===== src/shared/fas_pkg.sv =====
// Constants, field layouts and types for the fault auto-reset sequencer
package fas_pkg;

    // Register word addresses
    localparam logic [3:0] FAS_ADDR_CTRL = 4'h0;
    localparam logic [3:0] FAS_ADDR_LIMIT = 4'h1;
    localparam logic [3:0] FAS_ADDR_DELAY = 4'h2;
    localparam logic [3:0] FAS_ADDR_INTERVAL = 4'h3;
    localparam logic [3:0] FAS_ADDR_POLICY = 4'h4;
    localparam logic [3:0] FAS_ADDR_STATUS = 4'h5;
    localparam logic [3:0] FAS_ADDR_IRQ_STAT = 4'h6;
    localparam logic [3:0] FAS_ADDR_IRQ_MASK = 4'h7;

    // Fault vector positions, also the enable bit positions of CTRL
    localparam int FAS_FLT_OV = 0;
    localparam int FAS_FLT_OC = 1;
    localparam int FAS_FLT_OT = 2;
    localparam int FAS_FLT_BRAKE = 3;
    localparam int FAS_FLT_REF_LOSS = 4;
    localparam int FAS_FLT_EXT = 5;
    localparam int FAS_FLT_MOTOR_OVLD = 6;
    localparam int FAS_NUM_FAULTS = 7;

    // CTRL layout
    localparam int FAS_CTRL_FLYING_BIT = 7;
    localparam int FAS_CTRL_TWO_WIRE_BIT = 8;
    localparam int FAS_CTRL_W = 9;
    localparam logic [FAS_CTRL_W-1:0] FAS_CTRL_RESET = 9'h000;

    // Lockout limit, auto reset delay (0.1 s units), lockout interval (s)
    localparam logic [15:0] FAS_LIMIT_MAX = 16'h000a;
    localparam logic [3:0] FAS_LIMIT_RESET = 4'h0;
    localparam logic [15:0] FAS_DELAY_MIN = 16'h0001;
    localparam logic [15:0] FAS_DELAY_MAX = 16'h8ca0;
    localparam logic [15:0] FAS_DELAY_RESET = 16'h000a;
    localparam logic [15:0] FAS_INTERVAL_MAX = 16'h0e10;
    localparam logic [11:0] FAS_INTERVAL_RESET = 12'h000;
    localparam logic [15:0] FAS_TENTHS_PER_SEC = 16'h000a;

    // POLICY layout: net action, bus action, comm timeout in 0.1 s units
    localparam int FAS_POL_NET_LSB = 0;
    localparam int FAS_POL_BUS_LSB = 2;
    localparam int FAS_POL_COMM_LSB = 4;
    localparam int FAS_POL_COMM_W = 12;
    localparam logic [15:0] FAS_POLICY_RESET = 16'h00a8;

    // Action encodings shared by the net timeout and bus voltage policies
    localparam logic [1:0] FAS_ACT_DISABLED = 2'h0;
    localparam logic [1:0] FAS_ACT_WARNING = 2'h1;
    localparam logic [1:0] FAS_ACT_FAULT = 2'h2;

    // Interrupt status bits
    localparam int FAS_IRQ_FAULT = 0;
    localparam int FAS_IRQ_RESTART = 1;
    localparam int FAS_IRQ_LOCKOUT = 2;
    localparam int FAS_IRQ_NET = 3;
    localparam int FAS_IRQ_BUS = 4;
    localparam int FAS_IRQ_W = 5;

    // System tick of 100 ms at the 200 MHz core clock
    localparam int FAS_TICK_TIME_MS = 100;
    localparam int FAS_CLK_FREQ_MHZ = 200;
    localparam int FAS_TICK_CYCLES = FAS_TICK_TIME_MS * 1000 * FAS_CLK_FREQ_MHZ;

    typedef enum logic [2:0] {
        ST_RUN,
        ST_WAIT,
        ST_RESTART,
        ST_LOCKED,
        ST_MANUAL
    } fas_state_t;

    // Clamp a written value into its legal range
    function automatic logic [15:0] fas_clamp(input logic [15:0] v, input logic [15:0] lo, input logic [15:0] hi);
        fas_clamp = (v < lo) ? lo : ((v > hi) ? hi : v);
    endfunction : fas_clamp

endpackage : fas_pkg


===== src/rtl/fas_sequencer.sv =====
// Fault auto-reset sequencer with register port, timers and interrupt
////////////////////////////////////////////////////////////////////////////////
module fas_sequencer
    import fas_pkg::*;
#(
    parameter int TICK_CYCLES = fas_pkg::FAS_TICK_CYCLES
) (
    input wire logic core_clk,
    input wire logic reset,
    // Register port
    input wire logic [3:0] reg_addr,
    input wire logic [15:0] reg_wdata,
    input wire logic reg_wr,
    input wire logic reg_rd,
    output logic [15:0] reg_rdata,
    // Fault events from the drive, one bit per fault kind
    input wire logic [fas_pkg::FAS_NUM_FAULTS-1:0] fault_event,
    // Drive reached run after a restart
    input wire logic run_reached,
    // Manual reset sources
    input wire logic stop_key,
    input wire logic fault_display_active,
    input wire logic di_fault_reset,
    // Serial link supervision
    input wire logic serial_ctrl_active,
    input wire logic telegram_valid,
    // Power-up DC bus check
    input wire logic powerup_check,
    input wire logic dc_bus_abnormal,
    // Drive commands and indications
    output logic drive_stop,
    output logic restart_req,
    output logic restart_flying,
    output logic locked_out,
    output logic manual_reset_needed,
    output logic net_warning,
    output logic bus_warning,
    output logic not_ready,
    output logic irq
);
    import fas_pkg::*;

    ////////////////////////////////////////////////////////////////////////////
    // Registers
    logic [FAS_CTRL_W-1:0] ctrl_q;
    logic [3:0] limit_q;
    logic [15:0] delay_q;
    logic [11:0] interval_q;
    logic [15:0] policy_q;
    logic [FAS_IRQ_W-1:0] irq_stat_q;
    logic [FAS_IRQ_W-1:0] irq_stat_d;
    logic [FAS_IRQ_W-1:0] irq_mask_q;
    logic [15:0] rdata_q;

    fas_state_t st_q;
    fas_state_t st_d;
    logic [3:0] count_q;
    logic [3:0] count_d;
    logic net_lost_q;

    logic drive_stop_q;
    logic restart_req_q;
    logic restart_flying_q;
    logic locked_out_q;
    logic manual_q;
    logic net_warning_q;
    logic bus_warning_q;
    logic not_ready_q;
    logic irq_q;

    ////////////////////////////////////////////////////////////////////////////
    // Register port decode
    wire wr_ctrl = reg_wr && (reg_addr == FAS_ADDR_CTRL);
    wire wr_limit = reg_wr && (reg_addr == FAS_ADDR_LIMIT);
    wire wr_delay = reg_wr && (reg_addr == FAS_ADDR_DELAY);
    wire wr_interval = reg_wr && (reg_addr == FAS_ADDR_INTERVAL);
    wire wr_policy = reg_wr && (reg_addr == FAS_ADDR_POLICY);
    wire wr_irq_stat = reg_wr && (reg_addr == FAS_ADDR_IRQ_STAT);
    wire wr_irq_mask = reg_wr && (reg_addr == FAS_ADDR_IRQ_MASK);

    // Written settings clamped into their legal ranges
    wire [15:0] limit_clamped = fas_clamp(reg_wdata, 16'h0000, FAS_LIMIT_MAX);
    wire [15:0] delay_clamped = fas_clamp(reg_wdata, FAS_DELAY_MIN, FAS_DELAY_MAX);
    wire [15:0] interval_clamped = fas_clamp(reg_wdata, 16'h0000, FAS_INTERVAL_MAX);

    // Field views
    wire [FAS_NUM_FAULTS-1:0] ar_enable = ctrl_q[FAS_NUM_FAULTS-1:0];
    wire flying_sel = ctrl_q[FAS_CTRL_FLYING_BIT];
    wire two_wire = ctrl_q[FAS_CTRL_TWO_WIRE_BIT];
    wire [1:0] net_action = policy_q[FAS_POL_NET_LSB +: 2];
    wire [1:0] bus_action = policy_q[FAS_POL_BUS_LSB +: 2];
    wire [FAS_POL_COMM_W-1:0] comm_timeout = policy_q[FAS_POL_COMM_LSB +: FAS_POL_COMM_W];

    // Status word: lockout flag, state code, attempt count
    wire [15:0] status_word = {8'h00, locked_out_q, st_q, count_q};

    // Read selection; unmapped addresses read zero
    wire [15:0] rd_mux =
        (reg_addr == FAS_ADDR_CTRL) ? 16'(ctrl_q) :
        (reg_addr == FAS_ADDR_LIMIT) ? 16'(limit_q) :
        (reg_addr == FAS_ADDR_DELAY) ? delay_q :
        (reg_addr == FAS_ADDR_INTERVAL) ? 16'(interval_q) :
        (reg_addr == FAS_ADDR_POLICY) ? policy_q :
        (reg_addr == FAS_ADDR_STATUS) ? status_word :
        (reg_addr == FAS_ADDR_IRQ_STAT) ? 16'(irq_stat_q) :
        (reg_addr == FAS_ADDR_IRQ_MASK) ? 16'(irq_mask_q) : 16'h0000;

    ////////////////////////////////////////////////////////////////////////////
    // Timers on the 100 ms system tick
    logic tick;
    logic delay_busy;
    logic delay_done;
    logic interval_busy;
    logic interval_done;
    logic comm_done;

    fas_tick_gen #(
        .CYCLES(TICK_CYCLES)
    ) u_tick (
        .core_clk(core_clk),
        .reset(reset),
        .tick(tick)
    );

    // Delay timer loads when the wait begins
    wire delay_load = (st_d == ST_WAIT) && (st_q != ST_WAIT);

    fas_timer #(
        .W(16)
    ) u_delay (
        .core_clk(core_clk),
        .reset(reset),
        .tick(tick),
        .load(delay_load),
        .load_val(delay_q),
        .busy(delay_busy),
        .expired(delay_done)
    );

    // Interval starts with the first auto-reset fault of a window
    wire auto_taken;
    wire interval_load = auto_taken && !interval_busy;
    wire [15:0] interval_tenths = 16'(interval_q * FAS_TENTHS_PER_SEC);

    fas_timer #(
        .W(16)
    ) u_interval (
        .core_clk(core_clk),
        .reset(reset),
        .tick(tick),
        .load(interval_load),
        .load_val(interval_tenths),
        .busy(interval_busy),
        .expired(interval_done)
    );

    // Telegram watchdog restarts on every valid telegram
    wire comm_load = telegram_valid || !serial_ctrl_active || comm_done;

    fas_timer #(
        .W(FAS_POL_COMM_W)
    ) u_comm (
        .core_clk(core_clk),
        .reset(reset),
        .tick(tick),
        .load(comm_load),
        .load_val(comm_timeout),
        .busy(),
        .expired(comm_done)
    );

    ////////////////////////////////////////////////////////////////////////////
    // Fault classification
    wire fault_any = |fault_event;
    // Every raised fault must have its own enable for auto-reset
    wire all_eligible = fault_any && ((fault_event & ~ar_enable) == '0);
    wire net_timed_out = comm_done && serial_ctrl_active && !telegram_valid;
    wire net_fault = net_timed_out && (net_action == FAS_ACT_FAULT);
    wire bus_bad = powerup_check && dc_bus_abnormal;
    wire bus_fault = bus_bad && (bus_action == FAS_ACT_FAULT);
    wire hard_fault = net_fault || bus_fault || (fault_any && !all_eligible);
    wire can_auto = all_eligible && two_wire && (count_q < limit_q);
    wire over_limit = all_eligible && two_wire && (count_q >= limit_q);
    wire manual_reset = (stop_key && fault_display_active) || di_fault_reset;
    wire fault_seen = (st_q == ST_RUN) || (st_q == ST_RESTART);

    assign auto_taken = fault_seen && !hard_fault && can_auto;

    ////////////////////////////////////////////////////////////////////////////
    // Recovery state machine
    always_comb begin
        st_d = st_q;
        case (st_q)
            ST_RUN, ST_RESTART: begin
                if (hard_fault) begin
                    st_d = ST_MANUAL;
                end else if (can_auto) begin
                    st_d = ST_WAIT;
                end else if (over_limit) begin
                    st_d = ST_LOCKED;
                end else if (fault_any) begin
                    st_d = ST_MANUAL;
                end else if ((st_q == ST_RESTART) && run_reached) begin
                    st_d = ST_RUN;
                end
            end
            ST_WAIT: begin
                if (hard_fault) begin
                    st_d = ST_MANUAL;
                end else if (manual_reset) begin
                    st_d = ST_RUN;
                end else if (delay_done) begin
                    st_d = ST_RESTART;
                end
            end
            ST_LOCKED, ST_MANUAL: begin
                if (manual_reset && !hard_fault) begin
                    st_d = ST_RUN;
                end
            end
            default: begin
                st_d = ST_MANUAL;
            end
        endcase
    end

    // Attempt counter: cleared by interval expiry or manual reset, bumped per restart
    wire attempt = (st_q == ST_WAIT) && (st_d == ST_RESTART);
    wire count_clr = interval_done || (manual_reset && (st_d == ST_RUN) && (st_q != ST_RUN));
    wire [3:0] count_base = count_clr ? 4'h0 : count_q;
    assign count_d = (attempt && count_base != 4'hf) ? count_base + 4'h1 : count_base;

    ////////////////////////////////////////////////////////////////////////////
    // Interrupt events; a set in the same cycle as a clear wins
    wire [FAS_IRQ_W-1:0] irq_set;
    assign irq_set[FAS_IRQ_FAULT] = fault_seen && (st_d != st_q) && (st_d != ST_RUN);
    assign irq_set[FAS_IRQ_RESTART] = attempt;
    assign irq_set[FAS_IRQ_LOCKOUT] = (st_d == ST_LOCKED) && (st_q != ST_LOCKED);
    assign irq_set[FAS_IRQ_NET] = net_timed_out && (net_action != FAS_ACT_DISABLED);
    assign irq_set[FAS_IRQ_BUS] = bus_bad;
    wire [FAS_IRQ_W-1:0] irq_clr = wr_irq_stat ? reg_wdata[FAS_IRQ_W-1:0] : '0;
    assign irq_stat_d = (irq_stat_q & ~irq_clr) | irq_set;

    ////////////////////////////////////////////////////////////////////////////
    // Setting registers
    always_ff @(posedge core_clk) begin
        if (reset) begin
            ctrl_q <= FAS_CTRL_RESET;
            limit_q <= FAS_LIMIT_RESET;
            delay_q <= FAS_DELAY_RESET;
            interval_q <= FAS_INTERVAL_RESET;
            policy_q <= FAS_POLICY_RESET;
            irq_mask_q <= '0;
        end else begin
            if (wr_ctrl) ctrl_q <= reg_wdata[FAS_CTRL_W-1:0];
            if (wr_limit) limit_q <= limit_clamped[3:0];
            if (wr_delay) delay_q <= delay_clamped;
            if (wr_interval) interval_q <= interval_clamped[11:0];
            if (wr_policy) policy_q <= reg_wdata;
            if (wr_irq_mask) irq_mask_q <= reg_wdata[FAS_IRQ_W-1:0];
        end
    end

    // Read data stands the cycle after the strobe only
    always_ff @(posedge core_clk) begin
        if (reset) begin
            rdata_q <= 16'h0000;
        end else begin
            rdata_q <= reg_rd ? rd_mux : 16'h0000;
        end
    end

    // Sequencer state, counter, link loss and interrupt status
    always_ff @(posedge core_clk) begin
        if (reset) begin
            st_q <= ST_RUN;
            count_q <= 4'h0;
            net_lost_q <= 1'b0;
            irq_stat_q <= '0;
            irq_q <= 1'b0;
        end else begin
            st_q <= st_d;
            count_q <= count_d;
            net_lost_q <= serial_ctrl_active && !telegram_valid && (net_lost_q || net_timed_out);
            irq_stat_q <= irq_stat_d;
            irq_q <= |(irq_stat_d & irq_mask_q);
        end
    end

    ////////////////////////////////////////////////////////////////////////////
    // Drive command outputs
    wire bus_hold = bus_bad && (bus_action != FAS_ACT_FAULT);
    wire stopped = (st_d == ST_WAIT) || (st_d == ST_LOCKED) || (st_d == ST_MANUAL);

    always_ff @(posedge core_clk) begin
        if (reset) begin
            drive_stop_q <= 1'b0;
            restart_req_q <= 1'b0;
            restart_flying_q <= 1'b0;
            locked_out_q <= 1'b0;
            manual_q <= 1'b0;
            net_warning_q <= 1'b0;
            bus_warning_q <= 1'b0;
            not_ready_q <= 1'b0;
        end else begin
            drive_stop_q <= stopped || bus_hold;
            restart_req_q <= attempt;
            restart_flying_q <= flying_sel;
            locked_out_q <= (st_d == ST_LOCKED);
            manual_q <= (st_d == ST_LOCKED) || (st_d == ST_MANUAL);
            net_warning_q <= (net_lost_q || net_timed_out) && serial_ctrl_active && !telegram_valid
                && (net_action == FAS_ACT_WARNING);
            bus_warning_q <= bus_bad && (bus_action == FAS_ACT_WARNING);
            not_ready_q <= bus_bad && (bus_action == FAS_ACT_DISABLED);
        end
    end

    assign reg_rdata = rdata_q;
    assign drive_stop = drive_stop_q;
    assign restart_req = restart_req_q;
    assign restart_flying = restart_flying_q;
    assign locked_out = locked_out_q;
    assign manual_reset_needed = manual_q;
    assign net_warning = net_warning_q;
    assign bus_warning = bus_warning_q;
    assign not_ready = not_ready_q;
    assign irq = irq_q;
endmodule : fas_sequencer


===== src/rtl/fas_tick_gen.sv =====
// Divider producing the one-cycle system tick
module fas_tick_gen #(
    parameter int CYCLES = 20000000
) (
    input wire logic core_clk,
    input wire logic reset,
    output logic tick
);
    localparam int CW = $clog2(CYCLES + 1);
    localparam logic [CW-1:0] LAST = CW'(CYCLES - 1);

    logic [CW-1:0] cnt_q;
    logic tick_q;
    wire wrap = (cnt_q == LAST);

    // Free running count, one pulse per period
    always_ff @(posedge core_clk) begin
        if (reset) begin
            cnt_q <= '0;
            tick_q <= 1'b0;
        end else begin
            cnt_q <= wrap ? '0 : cnt_q + 1'b1;
            tick_q <= wrap;
        end
    end

    assign tick = tick_q;
endmodule : fas_tick_gen


===== src/rtl/fas_timer.sv =====
// Down counter in system ticks with a one-cycle expiry pulse
module fas_timer #(
    parameter int W = 16
) (
    input wire logic core_clk,
    input wire logic reset,
    input wire logic tick,
    input wire logic load,
    input wire logic [W-1:0] load_val,
    output logic busy,
    output logic expired
);
    logic [W-1:0] cnt_q;
    logic exp_q;
    wire last = tick && (cnt_q == W'(1));

    // Load restarts the count; a zero load expires at once
    always_ff @(posedge core_clk) begin
        if (reset) begin
            cnt_q <= '0;
            exp_q <= 1'b0;
        end else if (load) begin
            cnt_q <= load_val;
            exp_q <= (load_val == '0);
        end else begin
            cnt_q <= (tick && cnt_q != '0) ? cnt_q - 1'b1 : cnt_q;
            exp_q <= last;
        end
    end

    assign busy = (cnt_q != '0);
    assign expired = exp_q;
endmodule : fas_timer


===== config.mk =====
export PLATFORM = sky130hd
export DESIGN_NAME = fas_sequencer
export DESIGN_NICKNAME = d
export VERILOG_FILES = /design/src/shared/fas_pkg.sv /design/src/rtl/fas_sequencer.sv /design/src/rtl/fas_tick_gen.sv /design/src/rtl/fas_timer.sv
export SDC_FILE = /design/constraint.sdc
export NUM_CORES = 1
export LEC_CHECK = 0
export BUFFER_PORTS_ARGS = -buffer_cell sky130_fd_sc_hd__clkbuf_2
export CORE_MARGIN = 5
export CORE_UTILIZATION = 45
export DETAILED_ROUTE_END_ITERATION = 16
export HOLD_SLACK_MARGIN = 0.05
export PLACE_DENSITY = 0.61
export SYNTH_ARGS = -nofsm -noshare
export SYNTH_HDL_FRONTEND = slang
export SYNTH_SLANG_ARGS = --single-unit

===== constraint.sdc =====
create_clock -name core_clk -period 3.3 [get_ports core_clk]
set_input_delay 0.33 -clock core_clk [delete_from_list [all_inputs] [get_ports core_clk]]
set_output_delay 0.33 -clock core_clk [all_outputs]
set_load 0.02 [all_outputs]

==> metrics.md, run 1 <==
| Metric | Value |
|---|---|
| Max Cap Viol | 0 |
| Gate Count Post-Synth | 1053 |
| DR WL/cell | 17.5 um |
| Final worst-path cycle share | 0.916 |
| Yosys Warn Count | 0 |
| Min Tclk post-route | 3.02 ns |
| CP max stage cell | or4b_2 |
| Share of synthesized flip-flops with an asynchronous set or reset | 0 |
| Via count of the routed design | 7908 |
| Most frequent cells in the layout | dfxtp_1 (173), nor2_1 (144), nand2_1 (108) |
| Max Clk Rate | 331 MHz |
| Max-slew violations | 0 |
| Crit start category | register |
| Largest net degree at the start of global routing | 65 |
| Top FF cell, synth | dfxtp_1 |
| Setup crit end kind | register |
| Crit path kind | reg -> reg |
| Total wire length | 24.2 mm |
| Max Root-Sink Buffers | 2 |
| Worst Slack Setup Final | 0.277 ns |
| Initial detailed-routing violation count | 610 |
| Pre-Repair DR Iteration Count | 6 |
| Setup TNS | 0 ns |
| CTS clk-pin slew, worst paths | 0.07 ns |
| Via-to-Cell Ratio | 5.71 |
| Placed insts | 1355 |
| #FFs+latches synth | 173 |
| GPL Wtd Cong | 0.970 |
| Required time of the critical path | 3.62 ns |
| EDFF count, synth | 0 |
| Post-CTS Hold Buffers | 0 |
| Starting Density | 0.454 |
| Worst-path cell chain | nand2b_1, o2111ai_2, nor3_4, nand3_1, nand2_1, o2111ai_1, nor2_2, nor3_1, ha_1, nand3_1, nand2_1, or4b_2, o41ai_1 |
| Initial antenna violation count | 0 |
| H-Tree Depth | 4 |
| TritonCTS clock tree | done |
| Final instance area | 0.00996 sq mm |
| # setup viols final | 0 |
| DRC Markers | 0 |
| GR Util All Layers | 0.219 |
| Filler cells | 1862 |
| GRT overflow | 0 |
| DP Wirelength | 17.8 mm |
| Row count | 51 |
| Post-route ant nets | 0 |
| Chip width | 149 um |
| Slew headroom | 0.398 |
| Worst-Skew Late Latency | 0.44 ns |
| Seq/Total Area, Yosys | 0.396 |
| Vias in the first global route | 7313 |
| Layout cells sized above 1 | 0.127 |
| Total Power | 0.00441 W |
| PwrDens | 443 mW/mm^2 |
| CP max stage delay | 0.61 ns |
| Place WS | 0.119 ns |
| Mapped Area | 0.00875 sq mm |
| PortBufs | 63 |
| Synth unique cells | 73 |
| Register Area | 0.00346 sq mm |
| Area post-placement | 0.00937 sq mm |
| Worst slew pin tran | 0.902 ns |
| Peak VDD IR | 0.000352 V |
| Most common cell after layout, fill and taps aside | dfxtp_1 |
| Status | completed |
| First-pass GRT wire length | 39.0 mm |
| RSZ-0062 raised after global routing | false |
| Avg Inst Size Synth | 8.31 sq um |
| CTS Buf Count | 17 |
| Ports | 64 |
| Crit Path Max Fanout | 7 |
| Root Buffer | clkbuf_16 |
| N_diodes | 0 |
| Final std cells w/o fill | 1385 |
| Die H | 149 um |
| Skew final | 0.0118 ns |
| Area occupied by multi-input gates | 0.00499 sq mm |
| Syn_nets | 1125 |
| Leakage | 3.91 nW |
| Core area | 0.0193 sq mm |
| Arr. time, crit path | 3.34 ns |
| Die area | 0.0223 sq mm |
| Hold Path Class | in -> reg |
| Area grow syn2layout | 13.9% |
| Layout net count | 1181 |
| Clock sink count | 173 |
| Hold Violations, Final | 0 |
worst paths after layout:
path                               to                    from  cells past startpoint  slack [ns]
min reg2reg    ctrl_q[0]$_SDFFE_PP0P_  ctrl_q[0]$_SDFFE_PP0P_                      2        0.47
min          delay_q[13]$_SDFFE_PP0P_           reg_wdata[13]                      2        0.16
max             count_q[1]$_SDFF_PP0_  ctrl_q[4]$_SDFFE_PP0P_                     13        0.28
max reg2reg     count_q[1]$_SDFF_PP0_  ctrl_q[4]$_SDFFE_PP0P_                     13        0.28
synth_stat cells, drive strengths merged (9+ instances only):
library cell  instances  area share
xor2                 38       0.038
a21o                 10      0.0087
nand3                37       0.021
mux2i                22       0.025
clkbuf               43       0.018
a31oi                12      0.0086
nor2                146       0.064
ha                   32       0.046
o21ai                28       0.016
dfxtp               173        0.40
a22oi                19       0.016
a21oi                70       0.040
nand4                13      0.0093
nand2               108       0.046
inv                  30       0.013
and3                  9      0.0064
a211oi               19       0.016
xnor2                24       0.024
nor3                 56       0.034
nor4                 29       0.023
nand2b               15       0.011
through the flow:
step / utilization / hold slack (ns)
after floorplan: - / 0.426
after global placement: 0.486 / 0.459
after global routing: 0.517 / 0.153
after detailed placement: 0.486 / 0.469
final: 0.517 / 0.156
after CTS: 0.516 / 0.139
what timing repair did:
| action | CTS | global route |
|---|---|---|
| endpoints found under the setup margin | 0 | 2 |
| resized for setup | 0 | 3 |
| buffers inserted | 0 | 0 |
per-layer routing:
layer / up-vias / share of wire / global-route usage
met5: - / 0 / 0
met4: 0 / 0.022 / 0.0714
met3: 41 / 0.061 / 0.0469
met2: 248 / 0.45 / 0.339
met1: 3734 / 0.46 / 0.306
li1: 3885 / - / -
cells by family after synthesis:
logic type / synth area share
AND/OR/NAND/NOR: 0.259
AO/OA/AOI/OAI: 0.162
flip-flops: 0.396
buffers and inverters: 0.0352
XOR/XNOR: 0.0621
adder cells (fa/ha/maj): 0.0481
multiplexers: 0.0381
critical path: cells and delay by family (launching register included):
| family | cells | cell delay [ns] |
|---|---|---|
| and+or+nand+nor | 9 | 1.88 |
| AOI/OAI and AO/OA | 3 | 0.43 |
| DFF | 1 | 0.35 |
| adders and majority gates | 1 | 0.24 |
flip-flops by register name (all words and copies together), names as in the netlist, 3 cells and up:
| signal | count |
|---|---|
| u_tick.cnt_q | 25 |
| delay_q | 16 |
| policy_q | 16 |
| reg_rdata | 16 |
| u_delay.cnt_q | 16 |
| u_interval.cnt_q | 16 |
| interval_q | 12 |
| u_comm.cnt_q | 12 |
| ctrl_q | 9 |
| irq_mask_q | 5 |
| irq_stat_q | 5 |
| count_q | 4 |
| limit_q | 4 |
| st_q | 3 |
layout make-up:
| class | count | share of cell area |
|---|---|---|
| multi-input combinational | 801 | 0.501 |
| sequential | 173 | 0.348 |
| timing repair buffer | 86 | 0.0492 |
| clock buffer | 18 | 0.0441 |
| tap | 265 | 0.0333 |
| clock inverter | 12 | 0.0137 |
| inverter | 30 | 0.0113 |
power by group:
part | switching (W) | total, W | internal [W]
Clock | 0.000869 | 0.00200 | 0.00114
Sequential | 0.0000270 | 0.00214 | 0.00211
Combinational | 0.000177 | 0.000266 | 0.0000893
Total | 0.00107 | 0.00441 | 0.00334
(Power assumes the default switching activity.)
==> run 2, diff against run 1 <==
- CTS_BUF_LIST: unset -> sky130_fd_sc_hd__clkbuf_16
- PLACE_DENSITY: 0.61 -> 0.64
- clock period: 3.3 -> 2.6 ns (I/O delays scaled with it)
==> metrics.md, run 2 (synthesized netlist as in run 1, its figures left out) <==
| Metric | Value |
|---|---|
| Via count of the routed design | 8181 (+3.5%) |
| CTS Buf Count | 17 (unchanged) |
| Max Cap Viol | 0 (unchanged) |
| Skew final | 0.00928 ns (-0.00256 ns) |
| Starting Density | 0.454 (unchanged) |
| Hold Path Class | in -> reg |
| Layout net count | 1250 (+5.8%) |
| Hold Violations, Final | 0 (unchanged) |
| Area post-placement | 0.00995 sq mm (+6.2%) |
| Largest net degree at the start of global routing | 128 (+97%) |
| Failing checks | setup timing |
| Area grow syn2layout | 24.0% |
| Final worst-path cycle share | 1.02 (+0.0989) |
| Most common cell after layout, fill and taps aside | dfxtp_1 |
| Required time of the critical path | 2.94 ns (-0.68 ns) |
| Max Root-Sink Buffers | 2 (unchanged) |
| Row count | 51 (unchanged) |
| GRT overflow | 0 (unchanged) |
| Peak VDD IR | 0.000435 V (+24%) |
| DR WL/cell | 17.3 um (-1.2%) |
| PwrDens | 523 mW/mm^2 (+18%) |
| GPL Wtd Cong | 0.953 (-1.8%) |
| Crit start category | register |
| Arr. time, crit path | 2.98 ns (-0.36 ns) |
| First-pass GRT wire length | 40.6 mm (+4.1%) |
| GR Util All Layers | 0.228 (+0.00881) |
| RSZ-0062 raised after global routing | true |
| Pre-Repair DR Iteration Count | 5 (-1) |
| Min Hold Slack | 0.0834 ns (-0.0724 ns) |
| Largest register by flop count | u_tick.cnt_q |
| Total Power | 0.00568 W (+29%) |
| Worst Slack Setup Final | -0.0391 ns (-0.316 ns) |
| # setup viols final | 1 (+1) |
| Die H | 149 um (unchanged) |
| H-Tree Depth | 4 (unchanged) |
| PortBufs | 63 (unchanged) |
| Leakage | 4.31 nW (+10%) |
| Max-slew violations | 0 (unchanged) |
| Max Clk Rate | 379 MHz (+15%) |
| Chip width | 149 um (unchanged) |
| Post-route ant nets | 0 (unchanged) |
| Initial detailed-routing violation count | 701 (+15%) |
| Layout cells sized above 1 | 0.223 (+0.0957) |
| Worst-Skew Late Latency | 0.43 ns (about the same) |
| Core area | 0.0193 sq mm (unchanged) |
| Slew headroom | 0.532 (+0.134) |
| N_diodes | 0 (unchanged) |
| Min Tclk post-route | 2.64 ns (-0.384 ns) |
| CTS clk-pin slew, worst paths | 0.07 ns (about the same) |
| Ports | 64 (unchanged) |
| Root Buffer | clkbuf_16 |
| Total wire length | 25.1 mm (+3.9%) |
| Most frequent cells in the layout | dfxtp_1 (161), nor2_1 (143), nand2_1 (107) |
| Post-CTS Hold Buffers | 0 (unchanged) |
| DRC Markers | 0 (unchanged) |
| Clock sink count | 173 (unchanged) |
| Via-to-Cell Ratio | 5.62 (-1.6%) |
| Status | finished, violations left |
| Max reg flops | 25 (unchanged) |
| Vias in the first global route | 7815 (+6.9%) |
| DP Wirelength | 18.1 mm (+1.6%) |
| Filler cells | 1776 (-4.6%) |
| Crit path kind | reg -> reg |
| Die area | 0.0223 sq mm (unchanged) |
| Crit Path Max Fanout | 4 (-3) |
| Setup crit end kind | register |
| TritonCTS clock tree | done |
| Worst slew pin tran | 0.700 ns (-0.202 ns) |
| Initial antenna violation count | 0 (unchanged) |
| Final instance area | 0.0108 sq mm (+8.9%) |
-- run 2: cell types whose count changed in the layout (fill, tap and decap cells not counted), sizes merged --
cell / previous run / this run
buf: 24 / 93
inv: 34 / 37
clkinv: 4 / 2
clkinvlp: 2 / 4
clkbuf: 80 / 79
-- run 2: worst max-delay path, cell delays in order, from the launching register on --
cell       delay (ns)
dfxtp_2          0.32
nand3b_1         0.20
o21ai_2          0.15
nor3_4           0.28
a31oi_2          0.14
a21oi_2          0.16
o2111ai_2        0.14
nor2_4           0.20
nor3_2           0.05
ha_2             0.21
nand3_2          0.07
nand2_2          0.07
or4b_4           0.50
o41ai_2          0.06
-- run 2: through the flow --
stage	setup WS (ns)	util	instances	TNS, ns
after floorplan	0.0129	-	1053	0
after global placement	-0.162	0.516	1418	-0.518
after detailed placement	-0.206	0.516	1418	-0.764
after CTS	-0.0975	0.551	1453	-0.0999
after global routing	-0.137	0.563	1456	-0.426
final	-0.0391	0.563	1456	-0.0391
-- run 2: final timing paths --
path / from / to / slack (ns) / cells after the start
setup / recovery: u_comm.expired$_SDFF_PP0_ / count_q[1]$_SDFF_PP0_ / -0.04 / 13
hold / removal: reg_wdata[14] / policy_q[14]$_SDFFE_PP0P_ / 0.08 / 3
setup reg to reg: u_comm.expired$_SDFF_PP0_ / count_q[1]$_SDFF_PP0_ / -0.04 / 13
hold reg to reg: net_lost_q$_SDFF_PP0_ / net_lost_q$_SDFF_PP0_ / 0.48 / 2
-- run 2: layout make-up --
| cell class | count | area (sq um) | share of cell area |
|---|---|---|---|
| multi-input combinational | 801 | 5310 | 0.490 |
| inverter | 30 | 113 | 0.0104 |
| timing repair buffer | 155 | 1020 | 0.0941 |
| sequential | 173 | 3480 | 0.321 |
| tap | 265 | 332 | 0.0306 |
| clock buffer | 17 | 425 | 0.0392 |
| clock inverter | 15 | 165 | 0.0152 |
-- run 2: power by group --
part | leakage, nW | internal (W) | total [W] | switching [W]
Sequential | 1.40 | 0.00268 | 0.00271 | 0.0000304
Combinational | 2.62 | 0.000133 | 0.000377 | 0.000243
Clock | 0.284 | 0.00143 | 0.00259 | 0.00116
Total | 4.31 | 0.00425 | 0.00568 | 0.00143
-- run 2: timing repair --
action	in CTS	in global routing
setup buffers	4	4
pin swaps	14	28
resized for setup	14	41
setup endpoints to repair	8	16
-- run 2: layer usage --
layer / vias to the layer above / track usage / routed length, um
met3: 31 / 0.0436 / 1680
li1: 4040 / - / -
met5: - / 0 / 0
met1: 3846 / 0.312 / 11100
met4: 0 / 0.0613 / 450
met2: 264 / 0.370 / 11900
==> run 3, diff against run 2 <==
- PLACE_DENSITY: 0.64 -> 0.65
==> metrics.md, run 3 (synthesized netlist as in run 1, its figures left out) <==
| Metric | Value |
|---|---|
| Status | completed |
| Die area | 0.0223 sq mm (unchanged) |
| Core area | 0.0193 sq mm (unchanged) |
| Chip width | 149 um (unchanged) |
| Row count | 51 (unchanged) |
| Slew headroom | 0.628 (+0.0960) |
| Final worst-path cycle share | 0.994 (-0.0208) |
| Via-to-Cell Ratio | 5.52 (-1.7%) |
| DRC Markers | 0 (unchanged) |
| Die H | 149 um (unchanged) |
| Crit Path Max Fanout | 3 (-1) |
| Worst hold stages | 2 (-1) |
| Hold path endpoint | delay_q[13]$_SDFFE_PP0P_ |
| GPL Wtd Cong | 0.912 (-4.3%) |
| Setup crit end kind | register |
| Via count of the routed design | 8051 (-1.6%) |
| Starting Density | 0.454 (unchanged) |
| Critical R2R Capture | u_interval.expired$_SDFF_PP0_ |
| Total wire length | 24.7 mm (-1.6%) |
| Max Cap Viol | 0 (unchanged) |
| Crit start category | register |
| R2R setup slack | 0.01 ns (+0.05 ns) |
| Clock sink count | 173 (unchanged) |
| Worst-Skew Late Latency | 0.44 ns (about the same) |
| Post-route ant nets | 0 (unchanged) |
| Vias in the first global route | 7540 (-3.5%) |
| Worst slew pin tran | 0.556 ns (-0.144 ns) |
| Worst hold start | reg_wdata[13] |
| CTS Buf Count | 17 (unchanged) |
| Crit path kind | reg -> reg |
| Leakage | 4.32 nW (+0.15%) |
| Register Area | 0.00347 sq mm (-0.18%) |
| PwrDens | 523 mW/mm^2 (about the same) |
| Root Buffer | clkbuf_16 |
| DR WL/cell | 17.0 um (-1.7%) |
| Area grow syn2layout | 23.8% |
| Max reg flops | 25 (unchanged) |
| # setup viols final | 0 (-1) |
| TritonCTS clock tree | done |
| DP Wirelength | 18.2 mm (+0.79%) |
| Filler cells | 1812 (+2.0%) |
| N_diodes | 0 (unchanged) |
| Initial detailed-routing violation count | 586 (-16%) |
| Worst r2r src | interval_q[1]$_SDFFE_PP0P_ |
| GRT overflow | 0 (unchanged) |
| Max-slew violations | 0 (unchanged) |
| GR Util All Layers | 0.220 (-0.00771) |
| Max Clk Rate | 387 MHz (+2.1%) |
| R2R depth | 11 (-2) |
| Ports | 64 (unchanged) |
| Layout cells sized above 1 | 0.221 (-0.00121) |
| PortBufs | 63 (unchanged) |
| RSZ-0062 raised after global routing | true |
| Hold Path Class | in -> reg |
| Area occupied by multi-input gates | 0.00528 sq mm (-0.73%) |
| Initial antenna violation count | 1 (+1) |
| H-Tree Depth | 4 (unchanged) |
| First-pass GRT wire length | 38.9 mm (-4.2%) |
| Largest register by flop count | u_tick.cnt_q |
| Arr. time, crit path | 2.95 ns (-0.03 ns) |
| Hold Violations, Final | 0 (unchanged) |
| Min Tclk post-route | 2.59 ns (-0.0540 ns) |
| CTS clk-pin slew, worst paths | 0.07 ns (about the same) |
| Pre-Repair DR Iteration Count | 5 (unchanged) |
| Largest net degree at the start of global routing | 37 (-71%) |
| Most common cell after layout, fill and taps aside | dfxtp_1 |
| Place WS | -0.186 ns (+0.0203 ns) |
| Peak VDD IR | 0.000432 V (-0.72%) |
| Required time of the critical path | 2.97 ns (+0.03 ns) |
| Max Root-Sink Buffers | 2 (unchanged) |
| Setup TNS | 0 ns (+0.0391 ns) |
| Worst Slack Setup Final | 0.0149 ns (+0.0540 ns) |
| Skew final | 0.0111 ns (+0.00177 ns) |
| Most frequent cells in the layout | dfxtp_1 (166), nor2_1 (144), nand2_1 (106) |
| Layout net count | 1254 (+0.32%) |
run 3: changes by cell type in the layout (fill, tap and decap cells not counted), sizes merged:
| cell | change |
|---|---|
| clkinvlp | -2 |
| buf | +4 |
run 3: critical path, cell delays in order, from the launching register on:
cell and delay, ns:
dfxtp_2 0.34, ha_4 0.23, ha_2 0.19, fa_2 0.36
a21oi_2 0.15, o211ai_1 0.17, a21o_1 0.23, a211oi_2 0.25
o211ai_1 0.11, nor4_1 0.20, o2111ai_1 0.14, a21oi_1 0.14
run 3: power breakdown:
part           switching (W)  leakage [nW]  internal, W  total [W]
combinational       0.000239          2.63     0.000136   0.000375
clock                0.00115         0.281      0.00143    0.00258
sequential         0.0000303          1.40      0.00268    0.00271
run 3: worst max-delay path by stage:
stage,endpoint,cells past startpoint,from
after floorplan,count_q[1]$_SDFF_PP0_,13,ctrl_q[3]$_SDFFE_PP0P_
after global placement,count_q[1]$_SDFF_PP0_,14,telegram_valid
after detailed placement,count_q[1]$_SDFF_PP0_,14,telegram_valid
after CTS,u_interval.expired$_SDFF_PP0_,11,interval_q[1]$_SDFFE_PP0P_
after global routing,u_interval.expired$_SDFF_PP0_,11,interval_q[1]$_SDFFE_PP0P_
final,u_interval.expired$_SDFF_PP0_,11,interval_q[1]$_SDFFE_PP0P_
run 3: metrics by stage:
step                      total power [W]  utilization  std cells  hold slack [ns]  cell area [sq um]
after global routing              0.00586        0.562       1458           0.0705              10800
final                             0.00567        0.562       1458           0.0712              10800
after CTS                         0.00570        0.550       1453           0.0584              10600
after floorplan                   0.00298            -       1053            0.381               8840
after detailed placement          0.00313        0.516       1418            0.467               9940
after global placement            0.00313        0.516       1418            0.465               9940
run 3: metal layers:
layer	wire, um	global-route usage	share of wire	vias up
met5	12	0	0.00049	-
met4	414	0.0668	0.017	2
met3	1360	0.0488	0.055	27
met2	11500	0.345	0.46	192
met1	11400	0.305	0.46	3795
li1	-	-	-	4035
run 3: layout make-up:
cell class / instances / area share
Multi-Input combinational cell: 801 / 0.487
Sequential cell: 173 / 0.321
Timing Repair Buffer: 159 / 0.0974
Clock buffer: 17 / 0.0393
Tap cell: 265 / 0.0306
Clock inverter: 13 / 0.0143
Inverter: 30 / 0.0104
run 3: repair_timing:
action,4_1_cts,5_1_grt
resized for setup,8,38
hold buffers,0,0
cloned,0,0
buffers inserted,5,5
pin swaps,9,17
setup endpoints to repair,9,18
